### src/include/lpe_map.svh
// register offsets, field positions and reset values of the leaf page entry decoder
// assumes a 32-bit register port with byte offsets on an 8-bit address
// Behaviour
// - For a 4-KByte leaf the page frame is entry bits host width minus one down to 12.
// - A translation request returns the transient-mapping bit 62 as the U field.
// - Without device-side translation caching, bit 62 is reserved and must be zero.
// - Without snoop control, the snoop-override bit 11 is reserved and must be zero.
// - Snoop-override set forces untranslated requests without PASID to snoop caches.
// - Translation requests without PASID return the snoop-override bit as the N field.
// - The snoop-override bit is disregarded for any request carrying a PASID.
// - Untranslated requests with a PASID always snoop processor caches.
// - Translation requests with a PASID always report N as 1.
// - The skip-attribute-table bit 6 is ignored while the memory-type enable is clear.
// - That bit only acts on nested PASID requests from coherent-domain devices.
// - Bit 6 clear uses the attribute table in the memory type; set leaves it out.
// - Memory type bits 5:3 decode 0 UC, 1 WC, 4 WT, 5 WP, 6 WB; others are reserved.
// - Write permission is refused when the entry write bit is zero.
// - Read permission is refused when the entry read bit is zero.
`ifndef LPE_MAP_SVH
`define LPE_MAP_SVH
`define LPE_REG_ENTRY_LO 8'h00
`define LPE_REG_ENTRY_HI 8'h04
`define LPE_REG_CONFIG   8'h08
`define LPE_REG_REQUEST  8'h0C
`define LPE_REG_STATUS   8'h10
`define LPE_REG_PHYS_LO  8'h14
`define LPE_REG_PHYS_HI  8'h18
`define LPE_BIT_TRANSIENT 62
`define LPE_BIT_RSVD_HI  51
`define LPE_BIT_ADDR_LO  12
`define LPE_BIT_FORCE_COH 11
`define LPE_BIT_SKIP_ATTR 6
`define LPE_BIT_MTYPE_HI 5
`define LPE_BIT_MTYPE_LO 3
`define LPE_BIT_WR       1
`define LPE_BIT_RD       0
`define LPE_CFG_DEVTLB   0
`define LPE_CFG_COHCTL   1
`define LPE_CFG_MTYPE_EN 2
`define LPE_CFG_COH      3
`define LPE_REQ_XLAT     0
`define LPE_REQ_PASID    1
`define LPE_REQ_NESTED   2
`define LPE_REQ_WR       3
`define LPE_REQ_RD       4
`define LPE_REQ_NS       5
`define LPE_CFG_RST      4'h0
`define LPE_REQ_RST      6'h00
`define LPE_MTYPE_UC     3'h0
`define LPE_MTYPE_WC     3'h1
`define LPE_MTYPE_WT     3'h4
`define LPE_MTYPE_WP     3'h5
`define LPE_MTYPE_WB     3'h6
`endif

### src/include/lpe_pkg.sv
// types of the leaf page entry decoder
// assumes nothing beyond lpe_map.svh for numbers
package lpe_pkg;
    typedef enum logic [2:0] {
        LPE_MT_UC,
        LPE_MT_WC,
        LPE_MT_WT,
        LPE_MT_WP,
        LPE_MT_WB,
        LPE_MT_RSVD
    } lpe_memtype_e;
endpackage : lpe_pkg

### src/include/lpe_fields_if.sv
// decoded fields of one leaf entry, passed from the splitter to its users
// assumes all parties share one clock; the contents are combinational
`timescale 1ns/1ps
interface lpe_fields_if #(parameter int host_addr_width_param = 48);
    logic [host_addr_width_param-13:0] pageFrame;
    logic            transientMapFlag;
    logic            forceCacheCoherentFlag;
    logic            skipAttrTableFlag;
    logic [2:0]      extMemoryTypeField;
    logic            wrPerm;
    logic            rdPerm;
    logic            rsvdFault;
    modport split (output pageFrame, transientMapFlag, forceCacheCoherentFlag,
                   skipAttrTableFlag, extMemoryTypeField, wrPerm, rdPerm, rsvdFault);
    modport user  (input pageFrame, transientMapFlag, forceCacheCoherentFlag,
                   skipAttrTableFlag, extMemoryTypeField, wrPerm, rdPerm, rsvdFault);
endinterface : lpe_fields_if

### src/logic/lpe_field_split.sv
// splits a 64-bit leaf entry into its fields and checks reserved bits
// assumes capability bits are stable while an entry is evaluated
`timescale 1ns/1ps
`include "lpe_map.svh"
module lpe_field_split #(
    parameter int host_addr_width_param = 48
) (
    input  wire logic [63:0] entry,      // raw leaf entry
    input  wire logic        devTlbSup,  // device_tlb_supported
    input  wire logic        cohCtlSup,  // coherency_control_supported
    lpe_fields_if.split      fld         // decoded fields
);
    logic transientRaw;
    logic forceCohRaw;
    logic highRsvd;
    // bits 63, 61:52 and 10:7 are never picked up here
    assign transientRaw = entry[`LPE_BIT_TRANSIENT];
    assign forceCohRaw  = entry[`LPE_BIT_FORCE_COH];
    assign highRsvd     = |entry[`LPE_BIT_RSVD_HI:host_addr_width_param];
    assign fld.pageFrame = entry[host_addr_width_param-1:`LPE_BIT_ADDR_LO];
    // reserved copies read as zero so no stale flag leaks into completions
    assign fld.transientMapFlag       = transientRaw & devTlbSup;
    assign fld.forceCacheCoherentFlag = forceCohRaw & cohCtlSup;
    assign fld.skipAttrTableFlag      = entry[`LPE_BIT_SKIP_ATTR];
    assign fld.extMemoryTypeField     = entry[`LPE_BIT_MTYPE_HI:`LPE_BIT_MTYPE_LO];
    assign fld.wrPerm = entry[`LPE_BIT_WR];
    assign fld.rdPerm = entry[`LPE_BIT_RD];
    assign fld.rsvdFault = (transientRaw & ~devTlbSup)
                         | (forceCohRaw & ~cohCtlSup)
                         | highRsvd;
endmodule : lpe_field_split

### src/logic/lpe_memtype.sv
// memory type selection for nested PASID requests
// assumes the caller merges the attribute table when attrTableUsed is high
`timescale 1ns/1ps
`include "lpe_map.svh"
module lpe_memtype (
    lpe_fields_if.user          fld,          // decoded fields
    input  wire logic           memTypeEnable, // ext_memtype_enable
    input  wire logic           cohDomain,    // device in coherency domain
    input  wire logic           nested,       // nested translation
    input  wire logic           pasid,        // request carries a PASID
    output lpe_pkg::lpe_memtype_e memType,    // decoded type
    output logic                memTypeValid, // type applies to this request
    output logic                attrTableUsed // attribute table joins in
);
    logic applies;
    assign applies       = memTypeEnable & cohDomain & nested & pasid;
    assign memTypeValid  = applies;
    assign attrTableUsed = applies & ~fld.skipAttrTableFlag;
    always_comb begin
        case (fld.extMemoryTypeField)
            `LPE_MTYPE_UC: memType = lpe_pkg::LPE_MT_UC;
            `LPE_MTYPE_WC: memType = lpe_pkg::LPE_MT_WC;
            `LPE_MTYPE_WT: memType = lpe_pkg::LPE_MT_WT;
            `LPE_MTYPE_WP: memType = lpe_pkg::LPE_MT_WP;
            `LPE_MTYPE_WB: memType = lpe_pkg::LPE_MT_WB;
            default:     memType = lpe_pkg::LPE_MT_RSVD;
        endcase
    end
endmodule : lpe_memtype

### src/logic/lpe_leaf_decode.sv
// register front end and request evaluation for a 4-KByte leaf entry
// assumes a single-cycle strobe master; reads answer one cycle later
//
// The register addresses and the address-and-strobe port are this design's own decisions.
`timescale 1ns/1ps
`include "lpe_map.svh"
module lpe_leaf_decode #(
    parameter int host_addr_width_param = 48
) (
    input  wire logic        clk,           // 25 MHz clock
    input  wire logic        rst,           // async reset, active high
    input  wire logic [7:0]  regAddr,       // byte offset
    input  wire logic [31:0] regWrData,     // write data
    input  wire logic        regWr,         // write strobe
    input  wire logic        regRd,         // read strobe
    output logic      [31:0] regRdData,     // read data, cycle after strobe
    output logic [host_addr_width_param-13:0] pageFrame, // translated page frame
    output logic             resultValid,   // result latched, sticky until status read
    output logic             complUntrans,  // completion U field
    output logic             complNoSnoop,  // completion N field
    output logic             snoopForced,   // untranslated access snoops caches
    output logic             writeDenied,   // write refused
    output logic             readDenied,    // read refused
    output logic             reservedFault, // reserved bit set in entry
    output lpe_pkg::lpe_memtype_e memType,  // extended memory type
    output logic             memTypeValid,  // memType applies
    output logic             attrTableUsed  // attribute table joins in
);
    localparam int PFW = host_addr_width_param - 12;

    // software-visible state and the evaluation-pending flag
    logic [31:0] entryLo;
    logic [31:0] entryHi;
    logic [3:0]  cfg;
    logic [5:0]  req;
    logic        evalPending;
    logic [31:0] next_entryLo;
    logic [31:0] next_entryHi;
    logic [3:0]  next_cfg;
    logic [5:0]  next_req;
    logic        next_evalPending;

    // latched results
    logic [PFW-1:0] next_pageFrame;
    logic           next_resultValid;
    logic           next_complUntrans;
    logic           next_complNoSnoop;
    logic           next_snoopForced;
    logic           next_writeDenied;
    logic           next_readDenied;
    logic           next_reservedFault;
    lpe_pkg::lpe_memtype_e next_memType;
    logic           next_memTypeValid;
    logic           next_attrTableUsed;
    logic [31:0]    next_regRdData;

    // combinational evaluation
    lpe_pkg::lpe_memtype_e mtComb;
    logic           mtValidComb;
    logic           attrComb;
    logic           isXlat;
    logic           hasPasid;
    logic           nsAttr;
    logic           evalU;
    logic           evalN;
    logic           evalSnoop;
    logic [63:0]    physAddr;
    logic [31:0]    statusWord;

    lpe_fields_if #(.host_addr_width_param(host_addr_width_param)) fld ();

    lpe_field_split #(
        .host_addr_width_param (host_addr_width_param)
    ) uSplit (
        .entry     ({entryHi, entryLo}),
        .devTlbSup (cfg[`LPE_CFG_DEVTLB]),
        .cohCtlSup (cfg[`LPE_CFG_COHCTL]),
        .fld       (fld)
    );

    lpe_memtype uMemType (
        .fld          (fld),
        .memTypeEnable (cfg[`LPE_CFG_MTYPE_EN]),
        .cohDomain    (cfg[`LPE_CFG_COH]),
        .nested       (req[`LPE_REQ_NESTED]),
        .pasid        (req[`LPE_REQ_PASID]),
        .memType      (mtComb),
        .memTypeValid (mtValidComb),
        .attrTableUsed (attrComb)
    );

    assign isXlat   = req[`LPE_REQ_XLAT];
    assign hasPasid = req[`LPE_REQ_PASID];
    assign nsAttr   = req[`LPE_REQ_NS];

    // completion fields; zero for untranslated requests
    always_comb begin
        evalU = 1'b0;
        evalN = 1'b0;
        evalSnoop = 1'b0;
        if (isXlat) begin
            evalU = fld.transientMapFlag;
            if (hasPasid) begin
                evalN = 1'b1;
            end else begin
                evalN = fld.forceCacheCoherentFlag;
            end
        end else begin
            if (hasPasid) begin
                evalSnoop = 1'b1;
            end else begin
                // the request's no-snoop hint only counts when the entry leaves it alone
                evalSnoop = fld.forceCacheCoherentFlag | ~nsAttr;
            end
        end
    end

    assign physAddr = {{(64 - host_addr_width_param){1'b0}}, pageFrame, 12'h000};

    assign statusWord = {20'h00000,
                         memTypeValid,
                         memType,
                         attrTableUsed,
                         complNoSnoop,
                         complUntrans,
                         snoopForced,
                         reservedFault,
                         readDenied,
                         writeDenied,
                         resultValid};

    // register writes and request launch
    always_comb begin
        next_entryLo     = entryLo;
        next_entryHi     = entryHi;
        next_cfg         = cfg;
        next_req         = req;
        next_evalPending = 1'b0;
        if (regWr) begin
            case (regAddr)
                `LPE_REG_ENTRY_LO: next_entryLo = regWrData;
                `LPE_REG_ENTRY_HI: next_entryHi = regWrData;
                `LPE_REG_CONFIG:   next_cfg = regWrData[3:0];
                `LPE_REG_REQUEST: begin
                    next_req = regWrData[5:0];
                    next_evalPending = 1'b1;
                end
                default: ;
            endcase
        end
    end

    always_ff @(posedge clk or posedge rst) begin
        if (rst) begin
            entryLo     <= 32'h00000000;
            entryHi     <= 32'h00000000;
            cfg         <= `LPE_CFG_RST;
            req         <= `LPE_REQ_RST;
            evalPending <= 1'b0;
        end else begin
            entryLo     <= next_entryLo;
            entryHi     <= next_entryHi;
            cfg         <= next_cfg;
            req         <= next_req;
            evalPending <= next_evalPending;
        end
    end

    // results latch one cycle after the request register settles
    always_comb begin
        next_pageFrame     = pageFrame;
        next_complUntrans  = complUntrans;
        next_complNoSnoop  = complNoSnoop;
        next_snoopForced   = snoopForced;
        next_writeDenied   = writeDenied;
        next_readDenied    = readDenied;
        next_reservedFault = reservedFault;
        next_memType       = memType;
        next_memTypeValid  = memTypeValid;
        next_attrTableUsed = attrTableUsed;
        next_resultValid   = resultValid;
        if (regRd && regAddr == `LPE_REG_STATUS) begin
            next_resultValid = 1'b0;
        end
        // a fresh result wins over a status read in the same cycle
        if (evalPending) begin
            next_pageFrame     = fld.pageFrame;
            next_complUntrans  = evalU;
            next_complNoSnoop  = evalN;
            next_snoopForced   = evalSnoop;
            next_writeDenied   = req[`LPE_REQ_WR] & ~fld.wrPerm;
            next_readDenied    = req[`LPE_REQ_RD] & ~fld.rdPerm;
            next_reservedFault = fld.rsvdFault;
            next_memType       = mtComb;
            next_memTypeValid  = mtValidComb;
            next_attrTableUsed = attrComb;
            next_resultValid   = 1'b1;
        end
    end

    always_ff @(posedge clk or posedge rst) begin
        if (rst) begin
            pageFrame     <= '0;
            complUntrans  <= 1'b0;
            complNoSnoop  <= 1'b0;
            snoopForced   <= 1'b0;
            writeDenied   <= 1'b0;
            readDenied    <= 1'b0;
            reservedFault <= 1'b0;
            memType       <= lpe_pkg::LPE_MT_UC;
            memTypeValid  <= 1'b0;
            attrTableUsed <= 1'b0;
            resultValid   <= 1'b0;
        end else begin
            pageFrame     <= next_pageFrame;
            complUntrans  <= next_complUntrans;
            complNoSnoop  <= next_complNoSnoop;
            snoopForced   <= next_snoopForced;
            writeDenied   <= next_writeDenied;
            readDenied    <= next_readDenied;
            reservedFault <= next_reservedFault;
            memType       <= next_memType;
            memTypeValid  <= next_memTypeValid;
            attrTableUsed <= next_attrTableUsed;
            resultValid   <= next_resultValid;
        end
    end

    // read data stand for exactly one cycle, zero otherwise
    always_comb begin
        next_regRdData = 32'h00000000;
        if (regRd) begin
            case (regAddr)
                `LPE_REG_ENTRY_LO: next_regRdData = entryLo;
                `LPE_REG_ENTRY_HI: next_regRdData = entryHi;
                `LPE_REG_CONFIG:   next_regRdData = {28'h0000000, cfg};
                `LPE_REG_REQUEST:  next_regRdData = {26'h0, req};
                `LPE_REG_STATUS:   next_regRdData = statusWord;
                `LPE_REG_PHYS_LO:  next_regRdData = physAddr[31:0];
                `LPE_REG_PHYS_HI:  next_regRdData = physAddr[63:32];
                default:           next_regRdData = 32'h00000000;
            endcase
        end
    end

    always_ff @(posedge clk or posedge rst) begin
        if (rst) begin
            regRdData <= 32'h00000000;
        end else begin
            regRdData <= next_regRdData;
        end
    end
endmodule : lpe_leaf_decode

### config.mk
export PLATFORM = sky130hd
export DESIGN_NAME = lpe_leaf_decode
export DESIGN_NICKNAME = d
export VERILOG_FILES = /design/src/include/lpe_pkg.sv /design/src/include/lpe_fields_if.sv /design/src/logic/lpe_field_split.sv /design/src/logic/lpe_memtype.sv /design/src/logic/lpe_leaf_decode.sv
export VERILOG_INCLUDE_DIRS = /design/src /design/src/include
export SDC_FILE = /design/constraint.sdc
export NUM_CORES = 1
export LEC_CHECK = 0
export BUFFER_PORTS_ARGS = -buffer_cell sky130_fd_sc_hd__buf_2
export CAP_MARGIN = 20
export CORE_MARGIN = 2
export CORE_UTILIZATION = 60
export CTS_BUF_LIST = sky130_fd_sc_hd__clkbuf_4 sky130_fd_sc_hd__clkbuf_8 sky130_fd_sc_hd__clkbuf_16
export CTS_CLUSTER_SIZE = 28
export DETAILED_ROUTE_END_ITERATION = 16
export PLACE_DENSITY = 0.85
export SYNTH_ARGS = -nofsm -noshare
export SYNTH_HDL_FRONTEND = slang
export SYNTH_HIERARCHICAL = 1
export SYNTH_SLANG_ARGS = --single-unit
### constraint.sdc
create_clock -name clk -period 11.95 [get_ports clk]
set_clock_uncertainty 0.05 [all_clocks]
set_input_delay 1.195 -clock clk [delete_from_list [all_inputs] [get_ports clk]]
set_output_delay 1.195 -clock clk [all_outputs]
set_load 0.01 [all_outputs]
# --- Word-level counts from Yosys, hierarchy flattened ---
# Cells that the tools add are included.
totals:
  input_bits: 44
  reg_bits: 155
op_classes:
  n_eq_ne: 10
  reduce_logical: 9
  n_mux: 12
  bitwise_logic: 19
ops:
  columns: ["cell", "n"]
  rows:
  - ["case mux 32 bit (7 select lines)", 1]
  - ["two-way mux 32 bit", 1]
  - ["equality test 8 x 5 -> 1 bit (second input constant)", 3]
  - ["equality test 8 x 4 -> 1 bit (second input constant)", 2]
  - ["case mux 3 bit (5 select lines)", 1]
  - ["AND 1 bit", 10]
  - ["equality test 3 bit (second input constant)", 3]
  - ["two-way mux 1 bit", 9]
  - ["equality test 8 x 3 -> 1 bit (second input constant)", 1]
  - ["logical NOT 8 bit", 1]
  - ["AND reduction 2 bit", 4]
  - ["NOT 1 bit", 6]
  - ["OR reduction 4 bit", 1]
  - ["equality test 3 x 1 -> 1 bit (second input constant)", 1]
  - ["logical NOT 3 bit", 1]
  - ["bitwise OR 1 bit", 3]
  - ["nonzero test 2 bit", 1]
  - ["logical AND 1 bit", 1]

# --- Longest topological paths before layout ---
# Gate-level depths: netlist of run 1.
depth:
  depth_word: 4
  depth_mapped: 7
  mapped_depth_nobuf: 4

# --- Modules after synthesis ---
# Netlist of run 1, hierarchy kept.
modules_own_cells:
  columns: ["mod", "instances", "cells_each", "area_per_inst_um2", "seq_area_each_um2"]
  rows:
  - ["lpe_leaf_decode", 1, 476, 6586.3, 3878.7]
  - ["lpe_field_split", 1, 48, 356.6, 0.0]
  - ["lpe_memtype", 1, 6, 43.8, 0.0]

# --- Worst setup path after synthesis of run 1 ---
# Ideal clock, no wire load.
synth_timing:
  path_kind: "input-to-reg"
  startpoint: "input regAddr[5]"
  endpoint: "register entryHi[30]"
  path_buffers: 1
  arrival_time_ns: 2.309
  cell_stages: 5
  path_slack_ns: 9.463
  setup_time_ns: 0.128
  cell_sequence: "nor3_2 > and3_1 > nand3_2 > buf_2 > mux2_1"
synth_between:
  elab_chain_len: 2
synth_lines:
  columns: ["element", "line", "rtl"]
  rows:
  - ["start, declared", "lpe_leaf_decode.sv:12", "input wire logic [7:0] regAddr,"]
  - ["equality test 8 x 3 -> 1 bit", "lpe_leaf_decode.sv:140", "case (regAddr)"]
  - ["AND reduction 2 bit (no line)", null, null]
  - ["end signal, assigned", "lpe_leaf_decode.sv:162", "entryHi <= next_entryHi;"]
  - ["end, declared", "lpe_leaf_decode.sv:33", "logic [31:0] entryHi;"]
# No other way between the ends.
# A chain may end at the register's enable or synchronous reset.

# --- Worst setup path in the final report of run 1 ---
layout_timing:
  startpoint: "input regAddr[2]"
  endpoint: "register entryLo[0]"
layout_between:
  elab_chain_len: 2
layout_lines:
  columns: ["element", "line", "rtl"]
  rows:
  - ["logical NOT 8 bit", "lpe_leaf_decode.sv:140", null]
  - ["AND reduction 2 bit (no line)", null, null]
  - ["end signal, assigned", "lpe_leaf_decode.sv:161", "entryLo <= next_entryLo;"]
  - ["end, declared", "lpe_leaf_decode.sv:32", "logic [31:0] entryLo;"]
# No other way between the ends.

==> impl_results.md, run 1 <==
- Grt ovf: 0
- Post-detail-place hpwl: 10,200 um
- Worst r2r path cells: 2
- Core region area: approximately 11,000 um^2
- WL/cell: 21.3 um
- Leading area contributor after synthesis: dfrtp_1
- Share of layout cells above drive strength 1: approximately half
- Top-area cell type share of the netlist area: roughly 56%
- Post-synth EDFFs: 0
- Clk buf depth: 2
- Yosys warns: 6
- Post-synthesis compound-gate area fraction: around 6%
- Antenna diode count: 0
- Clock transition at the registers of the reported paths: 60 ps
- Setup TNS: 0 ps
- Detail Route Antenna Nets: 0
- Commonest non-fill, non-tap cells in the layout: dfrtp_1 (154), mux2_2 (132), buf_2 (123)
- Core Rows: 39
- Syn Std Cell Area: around 7000 um^2
- Worst IR Drop VDD: roughly 0.062 mV
- Minimum clock period: approximately 3200 ps
- Synth unique cells: 49
- Slowest CP cell: nand3_2
- Post-synthesis mux area share: between 20% and 30%
- DP Area: 7340 um^2
- GR Util All Layers: a little over a quarter
- Yosys reg bits: 155
- PwrDens: ~140 nW/um^2
- Post-synthesis xor/xnor area fraction: 0%
- Worst hold start: entryHi[20]$_DFFE_PP0P_
- Post-Syn Nets: around 570
- Adder-cell share of the synthesized area: 0%
- H-Tree Depth: 4
- Hold Path Stages: 1
- Slowest stage delay, CP: 800 ps
- Crit-path max FO: 49
- Worst r2r src: evalPending$_DFF_PP0_
- Post-DR vias/cell: about 6
- # DRC: 0
- Worst Path Arrival: 3410 ps
- Commonest non-fill, non-tap cell in the layout: dfrtp_1
- FF-to-FF setup slack: roughly 10,000 ps
- Die Span X: approximately 110 um
- Post-CTS Setup Repair Bufs: 0
- Top cells by area, synth: dfrtp_1 (56%), mux2_2 (21%), buf_4 (4.6%)
- Synth Area in Simple Gates: around 6.8%
- Die area: approximately 13,000 um^2
- Via count: 4,604
- Critical path capture point type: flip-flop
- IO Count: 124
- TritonRoute pass-1 iters: 5
- Fraction of registers with async set/reset: 100%
- Crit path cell chain: buf_2 -> buf_4 -> nor2_1 -> nand3_2 -> mux2_1
- Unrepaired setup endpoints after global routing: false
- First-pass GRT wire length: 25,600 um
- Critical Path Source Type: primary input
- Vias in the first global route: approximately 5,000
- RD Place Congestion: slightly below 0.9
- Crit Path Category: primary input to flip-flop
- Post-Route WL: around 16,000 um
- Final Max Tran Viols: 0
- Largest net degree at the start of global routing: 91
- CTS root buf: clkbuf_16
- CTS-repair resized insts: 0
- Required time of the worst setup path: approximately 12,000 ps
- Main synth FF type: dfrtp_1
- Crit path launch: regAddr[2]
- Die H: around 110 um
- Mean Syn Cell Area: 13.2 um^2
- Initial DRC Count: approximately 320
- Nets: 647
- CTS Hold Bufs: 0
- CTS buffer count: 17
- Starting Density: between 60% and 70%
- CTS sink cnt: approximately 160
- Fin crit share: a little over a quarter
- Max Freq: between 0.3 and 0.4 GHz
- Initial antenna violation count: 1
- Clk Latency, worst-skew pair: ~420 ps
- Fin. Hold Viols: 0
- Post-synthesis sequential area ratio: between 50% and 60%
- Hold Path Class: flip-flop to flip-flop
- Area growth syn-to-layout: 13.0%
- Design Area, Final: ~7900 um^2
- Mapped Cells: between 500 and 600
- Status: finished clean
- Slew @ Worst Pin: around 1100 ps
- P_leak: slightly above 0.004 uW
- Largest family of logic cells by synthesized area: multiplexers
- Final setup viols: 0
- Max-slew headroom: 26.3%
- Port bufs: between 100 and 150
- Maxcap violations: 0
- CTS tree: done
## stage by stage
| stage | hold WS [ps] | power, uW | cells | setup slack (ps) | utilization [%] |
|---|---|---|---|---|---|
| 3_3_place_gp | 421 | 613 | 727 | 8460 | 64.6 |
| 3_5_place_dp | 437 | 617 | 727 | 8410 | 64.6 |
| 6_report | 453 | 1110 | 759 | 8780 | 69.4 |
| 2_1_floorplan | 409 | 602 | 530 | 6530 | - |
| 4_1_cts | 451 | 1120 | 759 | 8850 | 69.4 |
| 5_1_grt | 476 | 1150 | 759 | 8660 | 69.4 |
## metal layers
metal,track usage [%],share of wire (%)
met4,13.7,3.7
met5,0,0.099
met3,6.91,6.5
met1,33.2,39
met2,43.1,50
## flip-flops by register name (all words and copies together), names as in the netlist
register       flops
reservedFault      1
req                6
pageFrame         36
readDenied         1
entryLo           32
regRdData         32
memType            3
complNoSnoop       1
memTypeValid       1
writeDenied        1
resultValid        1
attrTableUsed      1
entryHi           32
complUntrans       1
snoopForced        1
evalPending        1
cfg                4
## critical path: cells and delay by family
family / cells / cell delay [ps]
buf+inv: 2 / 420
mux: 1 / 630
simple gates: 2 / 1140
## synth_stat cells (2+ instances only)
cell      number
clkbuf_1      14
nor2_1        31
a31oi_1        4
a21oi_1        6
inv_1         10
nand4_1        3
and2_1         2
buf_2         13
mux2_1         5
buf_6          4
a21o_1         3
nor3_1         2
o32a_1         2
nor2b_1        2
nand3_2        2
and3_1         4
mux2i_1       12
dfrtp_1      155
a22oi_1       23
a221oi_1       2
o21ai_0       10
nand2_1        7
nand3_1        7
buf_4         43
mux2_2       132
nor4_1         2
nand3b_1       4
a22o_1         5
## cell type report
class | count | area [um^2]
Timing Repair Buffer | 128 | 653
Clock buffer | 24 | 484
Multi-Input combinational cell | 291 | 2580
Inverter | 10 | 42.5
Fill cell | 784 | 3480
Tap cell | 143 | 179
Sequential cell | 155 | 3880
Clock inverter | 8 | 70.1
## kinds of logic after synthesis
group                  Yosys count
AO/OA/AOI/OAI                   60
buffers and inverters           84
multiplexers                   150
AND/OR/NAND/NOR                 81
flip-flops                     155
## power breakdown
part           total [uW]  internal, uW  leakage, uW  switching, uW
Sequential            549           538      0.00215           10.8
Clock                 503           303     0.000278            200
Combinational        59.4          24.9      0.00169           34.5
## worst paths after layout
check	to
max	entryLo[0]$_DFFE_PP0P_
min	entryHi[20]$_DFFE_PP0P_
max reg2reg	pageFrame[27]$_DFFE_PP0P_
min reg2reg	entryHi[20]$_DFFE_PP0P_
max in group asynchronous	evalPending$_DFF_PP0_
min in group asynchronous	regRdData[15]$_DFF_PP0_
Note: power is estimated with default switching activity, not from simulation.
==> run 2, diff against run 1 <==
--- a/config.mk
+++ b/config.mk
@@ -9,11 +9,11 @@
 export BUFFER_PORTS_ARGS = -buffer_cell sky130_fd_sc_hd__buf_2
 export CAP_MARGIN = 20
 export CORE_MARGIN = 2
-export CORE_UTILIZATION = 60
+export CORE_UTILIZATION = 50
 export CTS_BUF_LIST = sky130_fd_sc_hd__clkbuf_4 sky130_fd_sc_hd__clkbuf_8 sky130_fd_sc_hd__clkbuf_16
 export CTS_CLUSTER_SIZE = 28
 export DETAILED_ROUTE_END_ITERATION = 16
-export PLACE_DENSITY = 0.85
+export PLACE_DENSITY = 0.75
 export SYNTH_ARGS = -nofsm -noshare
 export SYNTH_HDL_FRONTEND = slang
 export SYNTH_HIERARCHICAL = 1
==> constraint.sdc (replaced) <==
create_clock -name clk -period 2.9 [get_ports clk]
set_clock_uncertainty 0.05 [all_clocks]
set_input_delay 0.29 -clock clk [delete_from_list [all_inputs] [get_ports clk]]
set_output_delay 0.29 -clock clk [all_outputs]
set_load 0.01 [all_outputs]
==> impl_results.md, run 2 (same netlist as run 1, synthesis figures left out) <==
- H-Tree Depth: 4 (unchanged)
- Crit-path max FO: 25 (was 49)
- Initial DRC Count: 288 (was 324)
- Post-Route WL: 15,800 um (was 16,200 um)
- Minimum clock period: ~1800 ps
- Pre-CTS WS: 741 ps (was 8410 ps)
- Worst IR Drop VDD: 0.378 mV (was 0.0625 mV)
- Worst r2r src: evalPending$_DFF_PP0_ (unchanged)
- Hold_ws: 62.0 ps (was 453 ps)
- Unrepaired setup endpoints after global routing: false (unchanged)
- Switching Share: 21.8% (was 22.0%)
- CTS buffer count: 17 (unchanged)
- CTS-repair resized insts: 0 (unchanged)
- Share of layout cells above drive strength 1: 50.1% (was 49.7%)
- Die H: 122 um (was 112 um)
- Slowest stage delay, CP: 790 ps (was 800 ps)
- Fin. Hold Viols: 0 (unchanged)
- Crit path max-delay family: simple AND/OR/NAND/NOR gates (unchanged)
- Crit Path Category: primary input to flip-flop (unchanged)
- Worst hold start: regWrData[31] (was entryHi[20]$_DFFE_PP0P_)
- Nets: 654 (was 647)
- Internal: 3810 uW (was 867 uW)
- Max Freq: roughly 0.56 GHz
- Via count: 4,478 (was 4,604)
- IO Count: 124 (unchanged)
- CTS tree: done (unchanged)
- # DRC: 0 (unchanged)
- Met3 GRT Util: 5.48% (was 6.91%)
- Antenna diode count: 0 (unchanged)
- Final Max Tran Viols: 0 (unchanged)
- Required time of the worst setup path: 3180 ps (was 12,190 ps)
- Top reg by flops: pageFrame (unchanged)
- Setup ws final: 1110 ps (was 8780 ps)
- Slowest CP cell: and4_1 (was nand3_2)
- Crit path cell chain: buf_2 -> nor3_1 -> and4_1 -> a22oi_1 -> nor2_1 (was buf_2 -> buf_4 -> nor2_1 -> nand3_2 -> mux2_1)
- Fillers: 1,087 (was 784)
- Hold path endpoint: entryHi[31]$_DFFE_PP0P_ (was entryHi[20]$_DFFE_PP0P_)
- TritonRoute pass-1 iters: 5 (unchanged)
- Starting Density: 50.7% (was 61.5%)
- Hold Path Class: primary input to flip-flop (was flip-flop to flip-flop)
- Sequential share of power: 46.4% (was 49.4%)
- Slew @ Worst Pin: 816 ps (was 1100 ps)
- First-pass GRT wire length: 24,700 um (was 25,600 um)
- Total power: 4870 uW (was 1110 uW)
- Area growth syn-to-layout: 16.3% (was 13.0%)
- PwrDens: 599 nW/um^2 (was 141 nW/um^2)
- GR Util All Layers: 21.7% (was 26.6%)
- GR peak layer: met2 (unchanged)
- Flip-flop count of the largest register after layout: 36 (unchanged)
- Net Sw Power: 1060 uW (was 245 uW)
- Commonest non-fill, non-tap cells in the layout: dfrtp_1 (154), mux2_2 (132), buf_2 (123) (unchanged)
- Maxcap violations: 0 (unchanged)
- Core Rows: 43 (was 39)
- Met1 usage: 28.4% (was 33.2%)
- Worst r2r path cells: 2 (unchanged)
- Die area: 14,900 um^2 (was 12,500 um^2)
- CTS root buf: clkbuf_16 (unchanged)
- Comb pwr share: 5.1% (was 5.3%)
- P_leak: 0.00418 uW (was 0.00412 uW)
- Fin crit share: between 60 and 70%
- FF-to-FF setup slack: 1470 ps (was 10,150 ps)
- RD Place Congestion: 0.864 (was 0.878)
- Vias in the first global route: 4,713 (was 4,938)
- Reg2reg end: pageFrame[32]$_DFFE_PP0P_ (was pageFrame[27]$_DFFE_PP0P_)
- CTS sink cnt: 155 (unchanged)
- Core region area: 13,800 um^2 (was 11,400 um^2)
- Port bufs: 123 (unchanged)
- Met2 Resource Use GR: 34.9% (was 43.1%)
- Status: finished clean (unchanged)
- Clock transition at the registers of the reported paths: 60 ps (about the same)
- Post-CTS Setup Repair Bufs: 0 (unchanged)
- Grt ovf: 0 (unchanged)
- Detail Route Antenna Nets: 0 (unchanged)
- Cell Count, Final, Fillers Out: 803 (was 759)
- Largest net degree at the start of global routing: 90 (was 91)
- Post-DR vias/cell: 5.58 (was 6.07)
- Worst Path Arrival: 2070 ps (was 3410 ps)
- Commonest non-fill, non-tap cell in the layout: dfrtp_1 (unchanged)
- Clk Latency, worst-skew pair: 420 ps (about the same)
- Hold Path Stages: 2 (was 1)
- WL/cell: 19.7 um (was 21.3 um)
- Clk buf depth: 2 (unchanged)
- Max-slew headroom: 45.6% (was 26.3%)
- Final setup viols: 0 (unchanged)
- Clock network power share: 48.5% (was 45.3%)
- Critical path capture point type: flip-flop (unchanged)
- Critical Path Source Type: primary input (unchanged)
- Initial antenna violation count: 1 (unchanged)
- Setup TNS: 0 ps (unchanged)
- Crit path buf inv count: 1 (was 2)
- Die Span X: 122 um (was 112 um)
- Post-detail-place hpwl: 10,600 um (was 10,200 um)
- # placed instances: 770 (was 727)
-- run 2: cell types whose count changed in the layout (fill, tap and decap cells not counted), sizes merged --
cell	previous run	this run
clkbuf	24	19
inv	10	12
clkinvlp	2	5
clkinv	5	2
bufinv	1	4
dlygate4sd3	0	1
buf	128	134
-- run 2: final cells by class --
type | count | area, um^2 | share of cell area [%]
sequential | 155 | 3880 | 47.7
multi-input combinational | 291 | 2580 | 31.8
timing repair buffer | 135 | 758 | 9.33
clock buffer | 19 | 447 | 5.50
tap | 180 | 225 | 2.77
clock inverter | 13 | 190 | 2.34
inverter | 10 | 41.3 | 0.508
-- run 2: how the worst max path moves through the flow --
stage	start	to	slack, ps	cells past startpoint
final	regAddr[3]	regRdData[27]$_DFF_PP0_	1110	5
after global routing	regAddr[3]	regRdData[31]$_DFF_PP0_	1030	5
after CTS	regAddr[3]	regRdData[27]$_DFF_PP0_	1180	5
after detailed placement	regAddr[3]	regRdData[27]$_DFF_PP0_	740	5
after global placement	regAddr[3]	entryLo[23]$_DFFE_PP0P_	810	5
after floorplan	rst	attrTableUsed$_DFFE_PP0P_	600	1
-- run 2: per-layer routing --
layer	wire (um)	part of all wire, %
met2	7840	49
met1	6670	42
met3	994	6.3
met5	13	0.082
met4	328	2.1
-- run 2: worst reg2reg max path, cell delays in order (launching register included) --
cell and delay, ps:
dfrtp_2 580, buf_12 300, mux2_2 390
-- run 2: power groups by stage --
stage / Sequential (uW) / Clock (uW) / Combinational (uW)
2_1_floorplan: 2290 / 0 / 193
3_3_place_gp: 2290 / 0 / 240
3_5_place_dp: 2300 / 0 / 249
4_1_cts: 2260 / 2390 / 252
5_1_grt: 2270 / 2490 / 274
6_report: 2260 / 2360 / 249
-- run 2: stage by stage --
step                util [%]  instance area [um^2]
finish                  59.0                  8130
global route            59.0                  8130
CTS                     59.0                  8130
detailed placement      54.3                  7480
global placement        54.3                  7480
floorplan                  -                  6990
-- run 2: repair_timing --
| action | in CTS | in global routing |
|---|---|---|
| hold endpoints to repair | 4 | 0 |
| endpoints found under the setup margin | 0 | 0 |
| hold buffers | 1 | 0 |
==> run 3, diff against run 2 <==
--- a/config.mk
+++ b/config.mk
@@ -9,11 +9,11 @@
 export BUFFER_PORTS_ARGS = -buffer_cell sky130_fd_sc_hd__buf_2
 export CAP_MARGIN = 20
 export CORE_MARGIN = 2
-export CORE_UTILIZATION = 50
+export CORE_UTILIZATION = 56
 export CTS_BUF_LIST = sky130_fd_sc_hd__clkbuf_4 sky130_fd_sc_hd__clkbuf_8 sky130_fd_sc_hd__clkbuf_16
 export CTS_CLUSTER_SIZE = 28
 export DETAILED_ROUTE_END_ITERATION = 16
-export PLACE_DENSITY = 0.75
+export PLACE_DENSITY = 0.8
 export SYNTH_ARGS = -nofsm -noshare
 export SYNTH_HDL_FRONTEND = slang
 export SYNTH_HIERARCHICAL = 1
==> constraint.sdc (replaced) <==
create_clock -name clk -period 1.8 [get_ports clk]
set_clock_uncertainty 0.05 [all_clocks]
set_input_delay 0.18 -clock clk [delete_from_list [all_inputs] [get_ports clk]]
set_output_delay 0.18 -clock clk [all_outputs]
set_load 0.01 [all_outputs]
==> impl_results.md, run 3 (same netlist as run 1, synthesis figures left out) <==
- Area of the multi-input gates: 2580 um^2 (unchanged)
- Core region area: 12,100 um^2 (was 13,800 um^2)
- Post-DR vias/cell: 5.65 (was 5.58)
- Hold Path Class: primary input to flip-flop (unchanged)
- CTS tree: done (unchanged)
- Clk buf depth: 2 (unchanged)
- Initial antenna violation count: 0 (was 1)
- Setup ws final: 328 ps (was 1110 ps)
- Final Max Tran Viols: 0 (unchanged)
- Maxcap violations: 0 (unchanged)
- IO Count: 124 (unchanged)
- # DRC: 0 (unchanged)
- Die H: 116 um (was 122 um)
- Fillers: 829 (was 1,087)
- First-pass GRT wire length: 27,000 um (was 24,700 um)
- RD Place Congestion: 0.859 (was 0.864)
- Slew @ Worst Pin: 551 ps (was 816 ps)
- Total power: 8050 uW (was 4870 uW)
- Crit-path max FO: 3 (was 25)
- Max-slew headroom: 63.2% (was 45.6%)
- Largest net degree at the start of global routing: 59 (was 90)
- TritonRoute pass-1 iters: 5 (unchanged)
- CTS-repair resized insts: 0 (unchanged)
- Pre-CTS WS: 28.8 ps (was 741 ps)
- Core Rows: 40 (was 43)
- Vias in the first global route: 5,164 (was 4,713)
- Final setup viols: 0 (unchanged)
- Clock transition at the registers of the reported paths: 60 ps (about the same)
- Commonest non-fill, non-tap cell in the layout: dfrtp_1 (unchanged)
- Detail Route Antenna Nets: 0 (unchanged)
- CTS sink cnt: 155 (unchanged)
- Critical Path Source Type: flip-flop (was primary input)
- Die area: 13,400 um^2 (was 14,900 um^2)
- Nets: 704 (was 654)
- Grt ovf: 0 (unchanged)
- Worst IR Drop VDD: 0.751 mV (was 0.378 mV)
- Worst Path Arrival: 1720 ps (was 2070 ps)
- H-Tree Depth: 4 (unchanged)
- Unrepaired setup endpoints after global routing: false (unchanged)
- Initial DRC Count: 375 (was 288)
- Share of layout cells above drive strength 1: 49.3% (was 50.1%)
- Fin. Hold Viols: 0 (unchanged)
- Critical path capture point type: flip-flop (unchanged)
- Status: finished clean (unchanged)
- Commonest non-fill, non-tap cells in the layout: dfrtp_1 (154), mux2_2 (132), buf_2 (123) (unchanged)
- CTS Hold Bufs: 31 (was 1)
- Starting Density: 57.7% (was 50.7%)
- Die Span X: 116 um (was 122 um)
- Port bufs: 123 (unchanged)
- Via count: 4,754 (was 4,478)
- Crit Path Category: flip-flop to flip-flop (was primary input to flip-flop)
- Post-CTS Setup Repair Bufs: 0 (unchanged)
- Max Freq: between 0.6 and 0.7 GHz
- Post-detail-place hpwl: 11,400 um (was 10,600 um)
- Setup TNS: 0 ps (unchanged)
- WL/cell: 20.3 um (was 19.7 um)
- Flip-flop count of the largest register after layout: 36 (unchanged)
- Fin crit share: about four fifths
- Clk Latency, worst-skew pair: 420 ps (about the same)
- Minimum clock period: ~1500 ps
- PwrDens: 937 nW/um^2 (was 599 nW/um^2)
- Post-Route WL: 17,000 um (was 15,800 um)
- P_leak: 0.00444 uW (was 0.00418 uW)
- Required time of the worst setup path: 2050 ps (was 3180 ps)
- CTS root buf: clkbuf_16 (unchanged)
- Top reg by flops: pageFrame (unchanged)
- GR Util All Layers: 26.9% (was 21.7%)
- FF/Latch Area: 3880 um^2 (unchanged)
- Area growth syn-to-layout: 22.9% (was 16.3%)
- CTS buffer count: 17 (unchanged)
==> run 3: cell types whose count changed in the layout (fill, tap and decap cells not counted), moves of 2 or more <==
cell           delta
clkinvlp_4        -4
buf_4            +19
inv_6             -3
clkbuf_4          +3
clkinv_2          +2
dlygate4sd3_1    +30
==> run 3: area by class of cell <==
type / count / share of cell area [%]
flip-flops and latches: 155 / 45.2
diodes: 1 / 0.0291
repair buffers: 185 / 14.2
multi-input cells: 291 / 30.1
inverters: 10 / 0.481
well taps: 168 / 2.45
clock inverters: 8 / 1.92
clock buffers: 23 / 5.62
==> run 3: final timing paths <==
path | startpoint | cells past startpoint | slack, ps | endpoint
hold / removal | regWrData[2] | 2 | 30 | cfg[2]$_DFFE_PP0P_
max in group asynchronous | rst | 4 | 650 | regRdData[23]$_DFF_PP0_
min in group asynchronous | rst | 3 | 310 | req[4]$_DFFE_PP0P_
setup reg to reg | entryHi[17]$_DFFE_PP0P_ | 3 | 330 | reservedFault$_DFFE_PP0P_
setup / recovery | entryHi[17]$_DFFE_PP0P_ | 3 | 330 | reservedFault$_DFFE_PP0P_
hold reg to reg | entryHi[21]$_DFFE_PP0P_ | 1 | 450 | entryHi[21]$_DFFE_PP0P_
==> run 3: worst max-delay path, stage by stage, from the launching register on <==
cell and delay (ps):
dfrtp_1 400, nor4_2 400, o221ai_1 210, mux2_2 300
==> run 3: layer usage <==
metal / vias to the layer above / routed length [um] / global-route usage, % / share of wire (%)
li1: 2113 / - / - / -
met1: 2426 / 6800 / 33.9 / 40
met2: 181 / 8800 / 44.8 / 52
met3: 34 / 1060 / 6.38 / 6.2
met4: 0 / 381 / 11.8 / 2.2
met5: - / 0 / 0 / 0
==> run 3: where the power goes <==
group          switching (uW)  leakage (uW)  internal [uW]
sequential               69.3       0.00215           3570
clock                    1340      0.000325           2580
combinational             248       0.00196            238
total                    1650       0.00444           6390
==> run 3: stage by stage <==
stage                     area [um^2]  util [%]  std cells  hold WS (ps)
final                            8590      70.9        841          28.2
after global routing             8590      70.9        840          12.4
after CTS                        8590      70.9        840          8.30
after detailed placement         7630      63.0        778           198
after global placement           7630      63.0        778           197
after floorplan                  6990         -        530           262
